==> config.mk <==
export PLATFORM = sky130hd
export DESIGN_NAME = dsl_top
export DESIGN_NICKNAME = d
export VERILOG_FILES = /design/src/rtl/dsl_sync.v /design/src/rtl/dsl_top.v
export VERILOG_INCLUDE_DIRS = /design/src /design/src/rtl
export SDC_FILE = /design/constraint.sdc
export NUM_CORES = 1
export LEC_CHECK = 0
export BUFFER_PORTS_ARGS = -buffer_cell sky130_fd_sc_hd__buf_2
export CAP_MARGIN = 20
export CORE_ASPECT_RATIO = 0.8
export CORE_UTILIZATION = 55
export CTS_CLUSTER_SIZE = 12
export DETAILED_ROUTE_END_ITERATION = 10
export PLACE_DENSITY = 0.71
export RECOVER_POWER = 100
export SLEW_MARGIN = 20
export SYNTH_ARGS = -nofsm -noshare
export SYNTH_HDL_FRONTEND = slang
export SYNTH_SLANG_ARGS = --single-unit
==> constraint.sdc <==
create_clock -name clk_in -period 2.5 [get_ports clk_in]
set_input_delay 0.125 -clock clk_in [delete_from_list [all_inputs] [get_ports clk_in]]
set_output_delay 0.125 -clock clk_in [all_outputs]
set_load 0.05 [all_outputs]
==> src/rtl/dsl_consts.vh <==
// Constants for the serial load control block
`ifndef DSL_CONSTS_VH
`define DSL_CONSTS_VH
`define DSL_WORD_BITS 24
`define DSL_CNT_W 5
// Counter value while the last bit of a word is taken
`define DSL_LAST_BIT 5'h17
`define DSL_CODE_W 10
`define DSL_ZERO_CODE 10'h000
// Word layout: [23:20] command, [19:16] unused, [15:6] code
`define DSL_CMD_MSB 23
`define DSL_CMD_LSB 20
`define DSL_CODE_MSB 15
`define DSL_CODE_LSB 6
// Control word fields, in the low data bits
`define DSL_CTL_GAIN_BIT 11
`define DSL_CTL_REFOFF_BIT 12
`define DSL_CTL_GAIN_RST 1'h0
`define DSL_CTL_REFOFF_RST 1'h0
// Commands
`define DSL_CMD_WR_IN 4'h1
`define DSL_CMD_UPD 4'h2
`define DSL_CMD_WR_UPD 4'h3
`define DSL_CMD_CTL 4'h4
`endif

==> src/rtl/dsl_sync.v <==
// Two flip-flop synchroniser for a group of pin inputs
module dsl_sync #(
  parameter W = 1
) (
  // Clock and reset
  input wire clk_in,
  input wire sys_rst_in,
  // Data
  input wire [W-1:0] async_in,
  output reg [W-1:0] sync_out
);
  reg [W-1:0] meta_q;
  // Resets to ones, the idle level of the clock and strobe pins
  always @(posedge clk_in or posedge sys_rst_in) begin
    if (sys_rst_in) begin
      meta_q <= {W{1'b1}};
      sync_out <= {W{1'b1}};
    end else begin
      meta_q <= async_in;
      sync_out <= meta_q;
    end
  end
endmodule

==> src/rtl/dsl_top.v <==
// Four-wire serial load control of a 10-bit converter
`include "dsl_consts.vh"

module dsl_top (
  // Clock and resets
  input wire clk_in,
  input wire sys_rst_in,
  input wire reset_pin_n_in,
  // Serial link
  input wire sclk_in,
  input wire frame_sel_n_in,
  input wire serial_data_in,
  // Load strobe
  input wire load_strobe_n_in,
  // Converter side
  output reg [9:0] conv_code_out,
  output reg [9:0] input_code_out,
  output reg gain_two_out,
  output reg ref_out_en_out,
  output reg pending_out
);
  wire [4:0] pins_s;
  wire rst_any;
  reg rst_pin_meta_q;
  reg rst_pin_q;
  reg sclk_q;
  reg load_strobe_n_q;
  reg frame_q;
  reg [23:0] shift_q;
  reg [4:0] cnt_q;
  reg [23:0] word_d;
  reg [3:0] cmd_d;

  // ==========================================================
  // Pin synchronisation
  dsl_sync #(.W(4)) u_sync (
    .clk_in(clk_in),
    .sys_rst_in(sys_rst_in),
    .async_in({sclk_in, frame_sel_n_in, load_strobe_n_in,
               serial_data_in}),
    .sync_out(pins_s[3:0])
  );
  assign pins_s[4] = rst_pin_q;

  // ==========================================================
  // Hardware reset pin, held low forces reset
  always @(posedge clk_in or posedge sys_rst_in) begin
    if (sys_rst_in) begin
      rst_pin_meta_q <= 1'b0;
      rst_pin_q <= 1'b0;
    end else begin
      rst_pin_meta_q <= reset_pin_n_in;
      rst_pin_q <= rst_pin_meta_q;
    end
  end
  assign rst_any = ~pins_s[4];

  // ==========================================================
  // Edge detection
  wire sclk_fall = sclk_q & ~pins_s[3];
  wire frame_fall = frame_q & ~pins_s[2];
  wire frame_rise = ~frame_q & pins_s[2];
  wire load_strobe_n_fall = load_strobe_n_q & ~pins_s[1];
  wire load_strobe_n_low = ~pins_s[1];

  always @(posedge clk_in or posedge sys_rst_in) begin
    if (sys_rst_in) begin
      sclk_q <= 1'b1;
      frame_q <= 1'b1;
      load_strobe_n_q <= 1'b1;
    end else begin
      sclk_q <= pins_s[3];
      frame_q <= pins_s[2];
      load_strobe_n_q <= pins_s[1];
    end
  end

  // ==========================================================
  // Frame tracking, a word counts only once it is full
  localparam RX_IDLE = 3'b001;
  localparam RX_SHIFT = 3'b010;
  localparam RX_FULL = 3'b100;
  reg [2:0] rx_state_q;
  reg [2:0] rx_state_d;
  wire bit_take = rx_state_q == RX_SHIFT && !pins_s[2] && sclk_fall;

  always @* begin
    rx_state_d = rx_state_q;
    case (rx_state_q)
      RX_IDLE: begin
        if (frame_fall) begin
          rx_state_d = RX_SHIFT;
        end
      end
      RX_SHIFT: begin
        if (frame_rise) begin
          rx_state_d = RX_IDLE;
        end else if (bit_take && cnt_q == `DSL_LAST_BIT) begin
          rx_state_d = RX_FULL;
        end
      end
      RX_FULL: begin
        if (frame_rise) begin
          rx_state_d = RX_IDLE;
        end
      end
      default: begin
        rx_state_d = RX_IDLE;
      end
    endcase
  end

  // Frame cut by reset is dropped, a new frame must start
  always @(posedge clk_in or posedge sys_rst_in) begin
    if (sys_rst_in) begin
      rx_state_q <= RX_IDLE;
    end else if (rst_any) begin
      rx_state_q <= RX_IDLE;
    end else begin
      rx_state_q <= rx_state_d;
    end
  end

  // ==========================================================
  // Shift register and bit counter
  always @(posedge clk_in or posedge sys_rst_in) begin
    if (sys_rst_in) begin
      shift_q <= 24'h000000;
      cnt_q <= 5'h00;
    end else if (rst_any) begin
      shift_q <= 24'h000000;
      cnt_q <= 5'h00;
    end else if (frame_fall) begin
      cnt_q <= 5'h00;
    end else if (bit_take) begin
      shift_q <= {shift_q[22:0], pins_s[0]};
      cnt_q <= cnt_q + 5'h01;
    end
  end

  // ==========================================================
  // Command decode, shared by the write and update paths
  function cmd_loads_input;
    input [3:0] cmd;
    begin
      cmd_loads_input = cmd == `DSL_CMD_WR_IN || cmd == `DSL_CMD_WR_UPD;
    end
  endfunction

  function cmd_updates_conv;
    input [3:0] cmd;
    begin
      cmd_updates_conv = cmd == `DSL_CMD_UPD || cmd == `DSL_CMD_WR_UPD;
    end
  endfunction

  wire word_ok = frame_rise && rx_state_q == RX_FULL;
  always @* begin
    word_d = shift_q;
    cmd_d = word_d[`DSL_CMD_MSB:`DSL_CMD_LSB];
  end
  wire wr_in = word_ok && cmd_loads_input(cmd_d);
  wire sw_upd = word_ok && cmd_updates_conv(cmd_d);
  wire wr_ctl = word_ok && cmd_d == `DSL_CMD_CTL;
  wire [9:0] new_code = word_d[`DSL_CODE_MSB:`DSL_CODE_LSB];

  // ==========================================================
  // Input, converter and control registers
  always @(posedge clk_in or posedge sys_rst_in) begin
    if (sys_rst_in) begin
      input_code_out <= `DSL_ZERO_CODE;
      conv_code_out <= `DSL_ZERO_CODE;
      pending_out <= 1'b0;
      gain_two_out <= `DSL_CTL_GAIN_RST;
      ref_out_en_out <= ~`DSL_CTL_REFOFF_RST;
    end else if (rst_any) begin
      input_code_out <= `DSL_ZERO_CODE;
      conv_code_out <= `DSL_ZERO_CODE;
      pending_out <= 1'b0;
      gain_two_out <= `DSL_CTL_GAIN_RST;
      ref_out_en_out <= ~`DSL_CTL_REFOFF_RST;
    end else begin
      if (wr_ctl) begin
        gain_two_out <= word_d[`DSL_CTL_GAIN_BIT];
        ref_out_en_out <= ~word_d[`DSL_CTL_REFOFF_BIT];
      end
      if (wr_in) begin
        input_code_out <= new_code;
      end
      if (wr_in && (load_strobe_n_low || sw_upd)) begin
        conv_code_out <= new_code;
        pending_out <= 1'b0;
      end else if (wr_in) begin
        pending_out <= 1'b1;
      end else if ((load_strobe_n_fall || sw_upd) && pending_out) begin
        conv_code_out <= input_code_out;
        pending_out <= 1'b0;
      end
    end
  end
endmodule

* After elaboration in Yosys (flattened, before gate mapping)
Cells that the tools add are included. Widths: inputs -> output; s select.
Word-level totals: input bits 7, register bits 68
Cells by class: bitwise operators 9, equal/unequal tests 19, add/sub/neg operators 1, reduce and logical (&&, ||, !) cells 17, multiplexer cells 26
Operator list (number):
- $mux 24 | 3
- $mux 10 | 6
- $mux 3 | 5
- $mux 5 | 3
- $logic_and 1x1->1 | 9
- $pmux 3 s3 | 1
- $eq 4x2->1 const B | 2
- $mux 1 | 8
- $ne 2x1->1 const B | 3
- $ne 3x1->1 const B | 2
- $ne 3x3->1 const B | 2
- $add 5x1->5 const B | 1
- $eq 5x5->1 const B | 1
- $not 1->1 | 5
- $and 1x1->1 | 4
- $eq 4x1->1 const B | 1
- $eq 4x3->1 const B | 1
- $logic_or 1x1->1 | 4
- $ne 4x1->1 const B | 1
- $ne 4x3->1 const B | 1
- $reduce_and 2->1 | 2
- $eq 3x1->1 const B | 1
- $eq 3x2->1 const B | 1
- $eq 3x3->1 const B | 1
- 4 further kinds | 4

* Depth between registers and ports, before layout
depth after elaboration 10, gate-level depth with buffers 6, depth with buffers taken out 5

* Modules after synthesis
Synthesis repeated with hierarchy kept, for this count alone.
Unflattened totals: cell total of the unflattened synthesis 235, area total of the unflattened synthesis 2886.5 µm²
Modules (own cells, without submodules):
- dsl_top | cells an instance 226, seq. area each 1507.7 µm², instances 1, area an instance 2672.6 µm²
- dsl_sync | cells an instance 9, seq. area each 210.2 µm², instances 1, area an instance 214.0 µm²

* Worst setup path before layout
OpenSTA, ideal clock, no wires.
path type register -> register, start point register sclk_q, end point register shift_q[14], setup slack 0.577 ns, buffers on the path 2, arrival 1.803 ns, period minus slack after synthesis 1.923 ns, data required time 2.380 ns, setup time 0.120 ns, stages on the path, launching flop included 7, path through dfstp_2 -> or3b_1 -> buf_2 -> nor3_4 -> buf_8 -> mux2i_1 -> nor2b_1
On the way: cells in the longest elaborated chain, start to end 4
RTL lines:
- from (decl) | RTL line dsl_top.v:26 | reg sclk_q;
- from (signal assigned) | RTL line dsl_top.v:72 | sclk_q <= pins_s[3];
- $and 1x1->1 | RTL line dsl_top.v:60 | wire sclk_fall = sclk_q & ~pins_s[3];
- $logic_and 1x1->1 | RTL line dsl_top.v:85 | wire bit_take = rx_state_q == RX_SHIFT && !pins_s[2] && sclk_fall;
- $ne 2x1->1 (no line)
- $reduce_and 2->1 (no line)
- to (signal assigned) | RTL line dsl_top.v:136 | shift_q <= {shift_q[22:0], pins_s[0]};
- to (decl) | RTL line dsl_top.v:29 | reg [23:0] shift_q;
No other way between the ends. A chain may end at the register's enable or synchronous reset.

* Worst setup path after layout
start point register sclk_q, end point register shift_q[22]
The elaborated chain is that of the path after synthesis.

==> summary.md <==
| Metric | Value |
|---|---|
| Status | `finished with violations` |
| Failing checks | `DRC` |
| Initial antenna violation count | `0` |
| Initial Util | `0.582` |
| Layout Skew | `0.00720 ns` |
| H-tree Lvls | `3` |
| CTS clk-pin slew, worst paths | `0.07 ns` |
| Share of cells above drive strength 1 | `0.141` |
| Actual slew at the worst max-slew pin | `1.21 ns` |
| Antenna diode count | `0` |
| Vias | `1999` |
| Slowest cell on crit path | `dfstp_2` |
| DRC viols | `1` |
| Comb pwr share | `0.035` |
| Final period utilization | `0.839` |
| Synth unique cells | `40` |
| Avg Inst Size Synth | `12.0 sq um` |
| CP endpoint kind | `flip-flop` |
| Setup violators final | `0` |
| Switching portion of total power | `0.238` |
| CP max stage delay | `0.53 ns` |
| Crit path DAT | `2.33 ns` |
| Hold WC Path Type | `flip-flop to flip-flop` |
| I/O pin cnt | `30` |
| RD Place Congestion | `0.753` |
| Crit path cell chain | `or3b_1, nor3_4, clkbuf_1, mux2i_1, nor2b_1` |
| CTS Sinks | `68` |
| Total Wirelength | `5830 um` |
| FF+latch count, synth | `68` |
| Vias per inst | `5.68` |
| Largest delay share family, worst path | `simple AND/OR/NAND/NOR gates` |
| Worst Path Buf+Inv | `1` |
| P_leak | `1.50 nW` |
| Clock power share | `0.391` |
| Commonest non-fill, non-tap cell in the layout | `dfrtp_1` |
| Synthesized cell area | `2960 sq um` |
| Crit-path max FO | `6` |
| Placement Cell Area | `3170 sq um` |
| Final hold vios | `0` |
| Syn Nets | `254` |
| All-Layer GR Usage | `0.231` |
| Die Y | `67.6 um` |
| Final critical-path required period | `2.10 ns` |
| Fill cell count | `416` |
| Cell taking the most area after synthesis | `dfrtp_1` |
| Inst Count DP | `330` |
| Wire per inst | `16.5 um` |
| Initial DRC Count | `137` |
| Synth top area share | `0.465` |
| Later-pin clock latency in the skew report | `0.34 ns` |
| Vias in the first global route | `1928` |
| Reg power frac | `0.574` |
| First-pass DRT Iterations | `7` |
| Most frequent cells in the layout | `dfrtp_1 (55), nor2b_1 (28), mux2i_1 (27), clkbuf_1 (27), nand2_1 (16)` |
| Core ar. | `5090 sq um` |
| Nets | `293` |
| PwrDens | `588 nW/um^2` |
| CTS Root Cell | `clkbuf_8` |
| Pins Over Slew Limit | `0` |
| CP required | `2.73 ns` |
| Total net switching power | `0.469 mW` |
| Clk buf depth | `2` |
| Slew HR | `0.196` |
| First-pass GRT wire length | `9810 um` |
| P&R area growth vs syn | `13.1%` |
| CTS tree | `built` |
| Post-synthesis sequential area ratio | `0.580` |
| DRT antenna net count | `0` |
| Grt ovf | `0` |
| Synth area leaders | `dfrtp_1 (46%), dfstp_2 (12%), mux2i_1 (9.1%)` |
| Setup repair bufs after CTS | `0` |
| # port buffers | `29` |
| Tot Pwr | `1.97 mW` |
| Syn. warnings | `0` |
| Setup TNS | `0 ns` |
| Dpl hpwl | `3830 um` |
| Chip width | `84.1 um` |
| Fmax | `0.477 GHz` |
| Mapped Cells | `246` |
| Cell Count, Final, Fillers Out | `352` |
| TritonCTS Buffers | `9` |
| Max_cap viols | `0` |
| RSZ-0062 raised after global routing | `false` |
| CP startpoint kind | `flip-flop` |
| Core Util, Final | `0.658` |
| Peak supply drop | `0.377 mV` |
| Final instance area | `3350 sq um` |
| Die ar. | `5690 sq um` |
| Pint | `1.50 mW` |
| # rows | `23` |
| WS Path Type | `flip-flop to flip-flop` |
| Largest net degree at the start of global routing | `32` |
-- flip-flops by register name, summed over array words and instances, names as in the netlist, 3 cells and up --
register	count
shift_q	24
conv_code_out	10
input_code_out	10
cnt_q	5
u_sync.meta_q	4
u_sync.sync_out	4
rx_state_q	3
-- what timing repair did --
| action | in CTS | in global routing |
|---|---|---|
| resized for setup | 0 | 0 |
| hold endpoints to repair | 17 | 0 |
| hold buffers | 6 | 0 |
| endpoints found under the setup margin | 0 | 0 |
-- metal layers --
| metal | track usage | wire [um] | vias to the layer above |
|---|---|---|---|
| met3 | 0.0575 | 217 | 9 |
| met5 | 0 | 0 | - |
| met2 | 0.339 | 2610 | 40 |
| li1 | - | - | 958 |
| met4 | 0.0884 | 76 | 0 |
| met1 | 0.335 | 2920 | 992 |
-- cell families after synthesis --
logic type      share of synthesized area
simple gates                        0.204
flops                               0.580
compound gates                     0.0798
mux                                0.0912
buf+inv                            0.0287
xor+xnor                           0.0118
fa+ha+maj                         0.00422
-- cell usage after synthesis --
| cell type | n |
|---|---|
| dfrtp_1 | 55 |
| nor2b_1 | 28 |
| mux2i_1 | 27 |
| nand2_1 | 16 |
| dfstp_2 | 13 |
| and3_1 | 11 |
| clkbuf_1 | 11 |
| nor4_1 | 11 |
| a221o_1 | 10 |
| nor2_1 | 9 |
| a22o_1 | 8 |
| nand3_1 | 4 |
| nor3_1 | 4 |
| a21oi_1 | 3 |
| nand2b_1 | 3 |
| buf_2 | 2 |
| inv_1 | 2 |
| nor3b_1 | 2 |
| o211ai_1 | 2 |
| or2_2 | 2 |
| or3b_1 | 2 |
| xnor2_1 | 2 |
| xor2_1 | 2 |
| a21bo_2 | 1 |
| a32oi_1 | 1 |
| and2_1 | 1 |
| and4bb_2 | 1 |
| buf_6 | 1 |
| buf_8 | 1 |
| ha_1 | 1 |
| nand3b_1 | 1 |
| nand4_1 | 1 |
| nand4b_1 | 1 |
| nor2b_2 | 1 |
| nor3_4 | 1 |
| nor4b_2 | 1 |
| o211a_1 | 1 |
| o21a_1 | 1 |
| or2b_1 | 1 |
| or3_1 | 1 |
-- power by group through the flow --
| stage | clock network (mW) | logic (mW) | registers (mW) |
|---|---|---|---|
| floorplan | 0 | 0.0480 | 1.15 |
| global placement | 0 | 0.0638 | 1.15 |
| detailed placement | 0 | 0.0647 | 1.15 |
| CTS | 0.797 | 0.0722 | 1.13 |
| global route | 0.846 | 0.0785 | 1.13 |
| finish | 0.771 | 0.0689 | 1.13 |
-- layout make-up --
| cell class | count | area [sq um] | share of cell area |
|---|---|---|---|
| sequential | 68 | 1720 | 0.513 |
| multi-input combinational | 161 | 1160 | 0.346 |
| timing repair buffer | 43 | 220 | 0.0657 |
| clock buffer | 10 | 128 | 0.0381 |
| tap | 62 | 77.6 | 0.0231 |
| clock inverter | 6 | 41.3 | 0.0123 |
| inverter | 2 | 7.51 | 0.00224 |
-- final timing paths --
check / startpoint / endpoint / slack [ns] / cells past startpoint
max: sclk_q$_DFF_PP1_ / shift_q[22]$_DFFE_PP0P_ / 0.40 / 5
min: rst_pin_meta_q$_DFF_PP0_ / rst_pin_q$_DFF_PP0_ / 0.35 / 0
max reg2reg: sclk_q$_DFF_PP1_ / shift_q[22]$_DFFE_PP0P_ / 0.40 / 5
min reg2reg: rst_pin_meta_q$_DFF_PP0_ / rst_pin_q$_DFF_PP0_ / 0.35 / 0
max in group asynchronous: sys_rst_in / shift_q[19]$_DFFE_PP0P_ / 0.63 / 4
min in group asynchronous: sys_rst_in / input_code_out[3]$_DFFE_PP0P_ / 0.38 / 3
-- metrics by stage --
stage	hold WS, ns	setup slack [ns]
final	0.352	0.402
after detailed placement	0.0967	0.555
after CTS	0.276	0.538
after floorplan	0.129	0.577
after global routing	0.361	0.242
after global placement	0.0958	0.577
-- worst reg2reg max path, delay by kind of cell (launching register included) --
| kind | cells | cell delay [ns] |
|---|---|---|
| buf+inv | 1 | 0.40 |
| flops | 1 | 0.53 |
| mux | 1 | 0.25 |
| simple gates | 3 | 0.82 |
No activity file was read; power rests on OpenSTA's default activity.
